==> src/lmq_cfg.svh <==
// register offsets, reset values and field layout for the queue config bank
`ifndef LMQ_CFG_SVH
`define LMQ_CFG_SVH
// ----------------------------------------------------------------
// register byte offsets
// ----------------------------------------------------------------
`define LMQ_OFF_DEV_FEAT      12'h010
`define LMQ_OFF_DEV_FEAT_SEL  12'h014
`define LMQ_OFF_DRV_FEAT      12'h020
`define LMQ_OFF_DRV_FEAT_SEL  12'h024
`define LMQ_OFF_PAGE_BYTES    12'h028
`define LMQ_OFF_QUEUE_SEL     12'h030
`define LMQ_OFF_QUEUE_LIMIT   12'h034
`define LMQ_OFF_QUEUE_SIZE    12'h038
`define LMQ_OFF_USED_ALIGN    12'h03c
`define LMQ_OFF_PAGE_FRAME    12'h040
`define LMQ_OFF_QUEUE_KICK    12'h050
`define LMQ_OFF_INT_CAUSE     12'h060
`define LMQ_OFF_INT_ACK       12'h064
`define LMQ_OFF_STATUS        12'h070
// ----------------------------------------------------------------
// reset values and fields
// ----------------------------------------------------------------
`define LMQ_ZERO_WORD         32'h0000_0000
`define LMQ_ZERO_ADDR         64'h0000_0000_0000_0000
`define LMQ_INT_USED_BIT      0
`define LMQ_INT_CONFIG_BIT    1
`define LMQ_INT_DEFINED_MASK  32'h0000_0003
`endif

==> src/lmq_pkg.sv <==
// shared types for the queue config bank
`default_nettype none
package lmq_pkg;
    // one register access from driver software
    typedef struct packed {
        logic        wr;      // write strobe
        logic        rd;      // read strobe
        logic [11:0] addr;    // byte offset
        logic [31:0] wdata;   // write data
    } lmq_req_t;
    // settings of one queue, as seen by the ring engine
    typedef struct packed {
        logic        active;  // page frame nonzero
        logic [31:0] size;    // element count in use
        logic [31:0] align;   // used ring alignment, bytes
        logic [31:0] frame;   // page frame number
        logic [63:0] base;    // guest address of first page
    } lmq_qinfo_t;
endpackage
`default_nettype wire

==> src/lmq_regs.sv <==
// legacy memory-mapped queue configuration register bank
// ----------------------------------------------------------------
// Notes on behaviour
// - queue base is page size times frame
// - queue select steers per-queue registers
// - queue indices start at zero
// - size limit reads max or zero
// - size write records selected queue count
// - alignment write records selected queue boundary
// - frame write gives descriptor table page
// - frame read returns page, nonzero active
// - frame accesses follow selected queue
// - device feature select picks read word
// - driver feature write records activated flags
// - driver feature select picks written word
// - status zero write resets, clears frames
// - kick write signals queue has buffers
// - interrupt line high while cause set
// ----------------------------------------------------------------
`timescale 1ns/1ps
`default_nettype none
`include "lmq_cfg.svh"

module lmq_regs #(
    parameter int NUM_QUEUES = 8,    // queues the device offers
    parameter int FEAT_WORDS = 2,    // 32-bit feature words
    parameter int QUEUE_MAX  = 256   // largest element count
) (
    // clock and reset
    input  wire logic                         clk,
    input  wire logic                         rst,
    // register access from driver
    input  wire lmq_pkg::lmq_req_t            req,
    output logic [31:0]                       rdata,
    output logic                              rvalid,
    // feature words
    input  wire logic [FEAT_WORDS*32-1:0]     dev_features,
    output logic [FEAT_WORDS*32-1:0]          drv_features,
    // device events
    input  wire logic                         ev_used,
    input  wire logic                         ev_config,
    output logic                              irq,
    // queue kick and device reset
    output logic                              kick_valid,
    output logic [31:0]                       kick_index,
    output logic                              dev_reset,
    // ring engine lookup
    input  wire logic [31:0]                  qry_index,
    output lmq_pkg::lmq_qinfo_t               qry_info
);

    // ------------------------------------------------------------
    // decode
    // ------------------------------------------------------------
    logic        wr;           // write this cycle
    logic        rd;           // read this cycle
    logic        soft_rst;     // status zero write
    logic [31:0] dev_sel;      // device feature word select
    logic [31:0] drv_sel;      // driver feature word select
    logic [31:0] page_bytes;   // guest page size in bytes
    logic [31:0] queue_sel;    // selected queue index
    logic [31:0] int_cause;    // sticky interrupt causes
    logic        sel_ok;       // selected queue exists
    logic        qry_ok;       // looked-up queue exists

    // per-queue storage, one word each
    // written through the select; lookup reads all three, bus reads only the frame
    logic [31:0] q_size  [NUM_QUEUES];
    logic [31:0] q_align [NUM_QUEUES];
    logic [31:0] q_frame [NUM_QUEUES];

    // strobes are one-cycle pulses; wr and rd never together
    assign wr = req.wr;
    assign rd = req.rd;

    // status itself lives elsewhere; only its zero write is seen here
    assign soft_rst = wr && (req.addr == `LMQ_OFF_STATUS)
                      && (req.wdata == `LMQ_ZERO_WORD);

    // queue numbers count up from zero; beyond the last is unmapped
    assign sel_ok = (queue_sel < NUM_QUEUES);
    assign qry_ok = (qry_index < NUM_QUEUES);

    // ------------------------------------------------------------
    // global registers
    // ------------------------------------------------------------
    // feature selects, page size and queue select
    always_ff @(posedge clk or posedge rst) begin
        if (rst) begin
            // power-on: every select at zero, no page size yet
            dev_sel    <= `LMQ_ZERO_WORD;
            drv_sel    <= `LMQ_ZERO_WORD;
            page_bytes <= `LMQ_ZERO_WORD;
            queue_sel  <= `LMQ_ZERO_WORD;
        end else if (soft_rst) begin
            // device reset returns all setup to power-on values
            dev_sel    <= `LMQ_ZERO_WORD;
            drv_sel    <= `LMQ_ZERO_WORD;
            page_bytes <= `LMQ_ZERO_WORD;
            queue_sel  <= `LMQ_ZERO_WORD;
        end else if (wr) begin
            // plain writes; other offsets leave these alone
            if (req.addr == `LMQ_OFF_DEV_FEAT_SEL) begin
                // picks which offered word a feature read shows
                dev_sel <= req.wdata;
            end else if (req.addr == `LMQ_OFF_DRV_FEAT_SEL) begin
                // picks which activated word the next write fills
                drv_sel <= req.wdata;
            end else if (req.addr == `LMQ_OFF_PAGE_BYTES) begin
                // stored as written; power of two is the driver's job
                page_bytes <= req.wdata;
            end else if (req.addr == `LMQ_OFF_QUEUE_SEL) begin
                // out-of-range index kept; per-queue access then idles
                queue_sel <= req.wdata;
            end
        end
    end

    // ------------------------------------------------------------
    // driver feature words
    // ------------------------------------------------------------
    // a write while the select is out of range lands nowhere
    genvar gf;
    generate
        for (gf = 0; gf < FEAT_WORDS; gf++) begin : g_feat
            // one activated-flag word per select value
            always_ff @(posedge clk or posedge rst) begin
                if (rst) begin
                    // no feature active until the driver writes it
                    drv_features[gf*32 +: 32] <= `LMQ_ZERO_WORD;
                end else if (soft_rst) begin
                    // soft reset drops every activated flag
                    drv_features[gf*32 +: 32] <= `LMQ_ZERO_WORD;
                end else if (wr && req.addr == `LMQ_OFF_DRV_FEAT
                             && drv_sel == gf) begin
                    drv_features[gf*32 +: 32] <= req.wdata;
                end
            end
        end
    endgenerate

    // ------------------------------------------------------------
    // per-queue registers
    // ------------------------------------------------------------
    genvar gq;
    generate
        for (gq = 0; gq < NUM_QUEUES; gq++) begin : g_queue
            // an out-of-range select matches no entry at all
            logic hit;   // this queue is the selected one
            assign hit = wr && sel_ok && (queue_sel == gq);

            // size, alignment and page frame of one queue
            always_ff @(posedge clk or posedge rst) begin
                if (rst) begin
                    // every queue starts idle, frame zero
                    q_size[gq]  <= `LMQ_ZERO_WORD;
                    q_align[gq] <= `LMQ_ZERO_WORD;
                    q_frame[gq] <= `LMQ_ZERO_WORD;
                end else if (soft_rst) begin
                    // every queue is stopped by the reset
                    q_size[gq]  <= `LMQ_ZERO_WORD;
                    q_align[gq] <= `LMQ_ZERO_WORD;
                    q_frame[gq] <= `LMQ_ZERO_WORD;
                end else if (hit) begin
                    // only the per-queue offsets are decoded here
                    if (req.addr == `LMQ_OFF_QUEUE_SIZE) begin
                        // not checked against the limit; driver's duty
                        q_size[gq] <= req.wdata;
                    end else if (req.addr == `LMQ_OFF_USED_ALIGN) begin
                        // power of two assumed, not enforced
                        q_align[gq] <= req.wdata;
                    end else if (req.addr == `LMQ_OFF_PAGE_FRAME) begin
                        // a zero write is how the driver stops a queue
                        q_frame[gq] <= req.wdata;
                    end
                end
            end
        end
    endgenerate

    // ------------------------------------------------------------
    // interrupt causes
    // ------------------------------------------------------------
    logic [31:0] ev_bits;   // events arriving this cycle
    logic [31:0] ack_bits;  // bits the driver acknowledges

    // map event pulses to their cause bits
    // bit positions come from the shared config header
    always_comb begin
        ev_bits = `LMQ_ZERO_WORD;
        ev_bits[`LMQ_INT_USED_BIT]   = ev_used;
        ev_bits[`LMQ_INT_CONFIG_BIT] = ev_config;
    end

    // ack clears only the ones written; zeros leave bits alone
    assign ack_bits = (wr && req.addr == `LMQ_OFF_INT_ACK) ?
                      req.wdata : `LMQ_ZERO_WORD;

    // sticky causes; a new event beats an ack in the same cycle
    always_ff @(posedge clk or posedge rst) begin
        if (rst) begin
            int_cause <= `LMQ_ZERO_WORD;
        end else if (soft_rst) begin
            // events of the reset cycle are kept, old ones dropped
            int_cause <= ev_bits;
        end else begin
            // undefined bits are masked, so they never read as set
            int_cause <= ((int_cause & ~ack_bits) | ev_bits)
                         & `LMQ_INT_DEFINED_MASK;
        end
    end

    // one shared line, level while any defined cause is pending
    always_ff @(posedge clk or posedge rst) begin
        if (rst) begin
            // line quiet while in reset
            irq <= 1'b0;
        end else begin
            // registered, so the line trails its cause bit by a cycle
            irq <= |(int_cause & `LMQ_INT_DEFINED_MASK);
        end
    end

    // ------------------------------------------------------------
    // kick and reset pulses
    // ------------------------------------------------------------
    // one-cycle pulse carrying the kicked queue number
    always_ff @(posedge clk or posedge rst) begin
        if (rst) begin
            // no kick pending after power-on
            kick_valid <= 1'b0;
            kick_index <= `LMQ_ZERO_WORD;
        end else begin
            kick_valid <= wr && (req.addr == `LMQ_OFF_QUEUE_KICK);
            if (wr && req.addr == `LMQ_OFF_QUEUE_KICK) begin
                // index passed on unchecked; the ring engine filters it
                // and it holds between kicks for a late reader
                kick_index <= req.wdata;
            end
        end
    end

    // tells the rest of the device to drop its ring state
    // one cycle is enough; the ring engine acts on the pulse
    always_ff @(posedge clk or posedge rst) begin
        if (rst) begin
            dev_reset <= 1'b0;
        end else begin
            dev_reset <= soft_rst;
        end
    end

    // ------------------------------------------------------------
    // read path
    // ------------------------------------------------------------
    logic [31:0] next_rdata;   // word for the current read
    logic [31:0] dev_word;     // selected device feature word

    // an out-of-range select reads as no features at all
    // the loop unrolls into a small mux over the offered words
    always_comb begin
        dev_word = `LMQ_ZERO_WORD;
        for (int i = 0; i < FEAT_WORDS; i++) begin
            if (dev_sel == i) begin
                dev_word = dev_features[i*32 +: 32];
            end
        end
    end

    // only readable registers return data; all else reads as zero
    always_comb begin
        next_rdata = `LMQ_ZERO_WORD;
        if (req.addr == `LMQ_OFF_DEV_FEAT) begin
            // word chosen by the last select write
            next_rdata = dev_word;
        end else if (req.addr == `LMQ_OFF_QUEUE_LIMIT) begin
            // missing queue reports zero so the driver skips it
            if (sel_ok) begin
                next_rdata = 32'(QUEUE_MAX);
            end
        end else if (req.addr == `LMQ_OFF_PAGE_FRAME) begin
            // nonzero frame means the queue is in use
            if (sel_ok) begin
                next_rdata = q_frame[queue_sel];
            end
        end else if (req.addr == `LMQ_OFF_INT_CAUSE) begin
            // reading does not clear; only an ack write or a soft reset does
            next_rdata = int_cause;
        end
    end

    // read data registered, answered one cycle after the strobe
    always_ff @(posedge clk or posedge rst) begin
        if (rst) begin
            rdata  <= `LMQ_ZERO_WORD;
            rvalid <= 1'b0;
        end else begin
            // every read is answered, mapped offset or not
            rvalid <= rd;
            // held between reads, so late sampling is safe
            if (rd) begin
                rdata <= next_rdata;
            end
        end
    end

    // ------------------------------------------------------------
    // ring engine lookup
    // ------------------------------------------------------------
    lmq_pkg::lmq_qinfo_t next_info;   // combinational lookup

    // base address is frame times page size, full 64-bit product
    always_comb begin
        // a missing queue looks idle with every field zero
        next_info = '0;
        if (qry_ok) begin
            // 32 by 32 bits cannot overflow the 64-bit base
            next_info.frame  = q_frame[qry_index];
            next_info.size   = q_size[qry_index];
            next_info.align  = q_align[qry_index];
            next_info.active = (q_frame[qry_index] != `LMQ_ZERO_WORD);
            next_info.base   = {32'h0000_0000, q_frame[qry_index]}
                               * {32'h0000_0000, page_bytes};
        end
    end

    // registered so the multiplier sits in one cycle on its own
    always_ff @(posedge clk or posedge rst) begin
        if (rst) begin
            qry_info <= '0;
        end else begin
            // result trails qry_index by one clock
            qry_info <= next_info;
        end
    end

endmodule
`default_nettype wire

==> config.mk <==
export PLATFORM = sky130hd
export DESIGN_NAME = lmq_regs
export DESIGN_NICKNAME = d
export VERILOG_FILES = /design/src/lmq_pkg.sv /design/src/lmq_regs.sv
export VERILOG_INCLUDE_DIRS = /design/src
export SDC_FILE = /design/constraint.sdc
export NUM_CORES = 2
export LEC_CHECK = 0
export ABC_CLOCK_PERIOD_IN_PS = 81400
export BUFFER_PORTS_ARGS = -buffer_cell sky130_fd_sc_hd__buf_2
export CAP_MARGIN = 25
export CORE_UTILIZATION = 65
export CTS_BUF_LIST = sky130_fd_sc_hd__clkbuf_4 sky130_fd_sc_hd__clkbuf_8 sky130_fd_sc_hd__clkbuf_16
export DETAILED_ROUTE_END_ITERATION = 10
export PLACE_DENSITY = 0.84
export SLEW_MARGIN = 10
export SYNTH_ARGS = -nofsm -noshare
export SYNTH_HDL_FRONTEND = slang
export SYNTH_SLANG_ARGS = --single-unit
==> constraint.sdc <==
create_clock -name clk -period 81.4 [get_ports clk]
set_clock_uncertainty 0.15 [all_clocks]
set_input_delay 4.07 -clock clk [delete_from_list [all_inputs] [get_ports clk]]
set_output_delay 4.07 -clock clk [all_outputs]
set_load 0.005 [all_outputs]
==> results.tsv <==
stage	metric	value	unit
run_status	status	finished clean	
synth	syn nets	8407	
sta	final setup TNS	0	ns
sta	Pins Over Slew Limit	0	
cells_and_area	layout cells sized above 1	0.278	
detailed_routing	Top Metal Used	met5	
critical_path	Critical Path RT	81.92	ns
place	DP Wirelength	157000	um
clock_network	TritonCTS Sinks	1191	
grt	global-route usage over all layers	0.377	
sta	fmax	66.9	MHz
clock_network	clk_lat worst skew	0.79	ns
critical_path	RR Endpoint	qry_info[58]	
grt	antenna violations before repair	22	
critical_path	Worst R2R Path Depth	24	
critical_path	maximum net fanout on the critical path	80	
detailed_routing	WL final	244000	um
floorplan	die width	364	um
floorplan	die area	133000	um2
clock_network	Max clock buf depth	3	
synth	async set-reset flop share out of synthesis	1.00	
synth	Avg Synthesized Cell Area	12.0	um2
place	dpl ws	65.85	ns
critical_path	slack of the worst reg-to-reg path	71.70	ns
place	port bufs	438	
clock_network	TritonCTS Buffers	118	
sta	Final Hold Violating Endpoints	0	
cells_and_area	area grow syn2layout	9.64	%
detailed_routing	number of routed nets with antenna violations	0	
min_path	Hold Path Depth	1	
pwr	Design Power	1.26	mW
sta	RSZ-0062 raised after global routing	false	
synth	Post-synth EDFFs	0	
synth	synthesis warning total	0	
critical_path	Critical Path AT	15.46	ns
detailed_routing	routed wl met3	29100	um
sta	min cycle time layout	14.95	ns
detailed_routing	# DRC	0	
sta	endpoints failing setup	0	
min_path	Hold EP	rdata[26]	
floorplan	Die H	364	um
grt	maximum number of pins on one net before global-route repair	180	
synth	post-synthesis sequential area ratio	0.349	
sta	final worst setup slack	66.45	ns
detailed_routing	DR vias	58458	
synth	top-count cell post-synth	dfrtp_1	
synth	FF+latch count, synth	1191	
sta	Max-slew headroom	0.223	
critical_path	CP endpoint kind	register	
synth	Post-synth top cells	dfrtp_1, mux2_2, fa_1	
clock_network	hold buffer count at cts	0	
grt	vias in the first global route	63408	
clock_network	clock transition at the registers of the reported paths	0.06	ns
sta	worst slew pin tran	1.17	ns
clock_network	CTS tree	done	
clock_network	Post-CTS Resized	0	
place	GP Congestion	0.953	
synth	Syn Inst Count	7102	
synth	most common flop cell mapped by yosys	dfrtp_1	
pwr	Lkg Pwr	47.6	nW
detailed_routing	Avg Vias per Cell	6.41	
pwr	Power Dens Cells	13.4	nW/um2
floorplan	Initial Util	0.657	
clock_network	clk root buf	clkbuf_16	
sta	WHS	0.329	ns
detailed_routing	M1 WL	88500	um
floorplan	IO Count	439	
detailed_routing	routed len/inst	26.8	um
critical_path	WS Path Type	primary input to register	
critical_path	Worst setup SP type	primary input	
flow_run	max-cap viol count	0	
cells_and_area	nets@finish	8568	
floorplan	core area	130000	um2
clock_network	htree depth	3	
grt	first-pass GRT wire length	375000	um
min_path	Hold Crit Class	register to register	
min_path	hold wc startpoint	rdata[26]	
cells_and_area	fin util	0.720	
detailed_routing	WL met2	113000	um
sta	Final Cycle Share	0.184	
synth	synth unique cells	67	
synth	post-synth design cell area	85400	um2
pwr	Max VDD drop	0.0205	mV
floorplan	row count	132	
synth	top-area cell type share of the netlist area	0.349	
synth	cell accounting for the most synthesized area	dfrtp_1	
critical_path	Reg-to-Reg Start	q_frame[78]	
detailed_routing	violation count after the first detailed-route iteration	5934	
grt	GRT overflow	0	
clock_network	# Post-CTS Setup Buffers	0	
detailed_routing	drt pass-1 iters	7	
synth	Synth area leaders	dfrtp_1, fa_1, mux2_2, mux4_2, and2_1	
[routing by layer]
metal  track usage  vias to the layer above
li1              -                    23468
met3         0.120                      852
met5             0                        -
met1         0.477                    30439
met4         0.196                       12
met2         0.587                     3687
[logic make-up after synthesis]
kind of cell               Yosys count  synth area share
adders and majority gates         1159             0.249
and+or+nand+nor                   1611            0.0947
AOI/OAI and AO/OA                  327            0.0256
DFF                               1191             0.349
xor gates and xnor gates            58           0.00595
muxes                             1367             0.213
buffers and inverters             1389            0.0628
[critical path: stages]
cell	delay, ns
buf_8	0.63
buf_4	0.77
buf_4	0.72
mux4_2	0.62
mux2_2	0.63
and2_1	0.36
fa_1	0.54
inv_1	0.05
fa_1	0.47
inv_1	0.05
fa_1	0.49
fa_1	0.59
fa_1	0.44
fa_1	0.46
fa_1	0.49
inv_1	0.05
fa_1	0.47
inv_1	0.04
ha_1	0.44
nand2_1	0.14
or3_1	0.40
or4_1	0.52
o21a_1	0.28
o21ai_0	0.87
a311oi_1	0.28
o21a_1	0.26
nor3_1	0.14
[layout by cell type, fill, tap and decap left out, types with 45 or more instances in the layout]
master,n
a21oi_1,66
and2_1,572
buf_2,435
buf_4,119
clkbuf_16,118
dfrtp_1,1184
fa_1,896
ha_1,263
inv_1,858
mux2_2,909
mux2i_1,145
mux4_2,256
nand2_1,607
nand3_1,49
nor2_1,182
nor2b_1,45
nor4_1,50
o21ai_0,61
[layout make-up]
cell class                      instances  area [um2]
Multi-Input combinational cell       4522       50500
Fill cell                            8342       36400
Sequential cell                      1191       29800
Clock buffer                          161        3480
Timing Repair Buffer                  571        3410
Inverter                              859        3230
Tap cell                             1742        2180
Clock inverter                         62         986
Antenna cell                           12        30.0
[registers in the layout, indices dropped and copies added (netlist names)]
| register | flops |
|---|---|
| q_align | 256 |
| q_frame | 256 |
| q_size | 256 |
| qry_info | 161 |
| drv_features | 64 |
| dev_sel | 32 |
| drv_sel | 32 |
| kick_index | 32 |
| page_bytes | 32 |
| queue_sel | 32 |
| rdata | 32 |
| int_cause | 2 |
| dev_reset | 1 |
| irq | 1 |
| kick_valid | 1 |
| rvalid | 1 |
[per-stage QoR]
stage	std cells	cell area (um2)
finish	9120	93600
global route	9117	93600
CTS	9099	93400
global placement	8874	88900
detailed placement	8876	88900
floorplan	7102	85400
[where the power goes]
group	switching, mW	total (mW)	internal (mW)
registers	0.00147	0.595	0.594
clock network	0.252	0.614	0.362
logic	0.0365	0.0498	0.0132
[worst max-delay path by stage]
stage,end,startpoint
finish,qry_info[58],qry_index[0]
global route,qry_info[50],qry_index[0]
CTS,qry_info[58],qry_index[0]
detailed placement,qry_info[58],qry_index[0]
global placement,qry_info[58],qry_index[0]
floorplan,dev_reset,rst
Note: power is estimated with default switching activity, not from simulation.
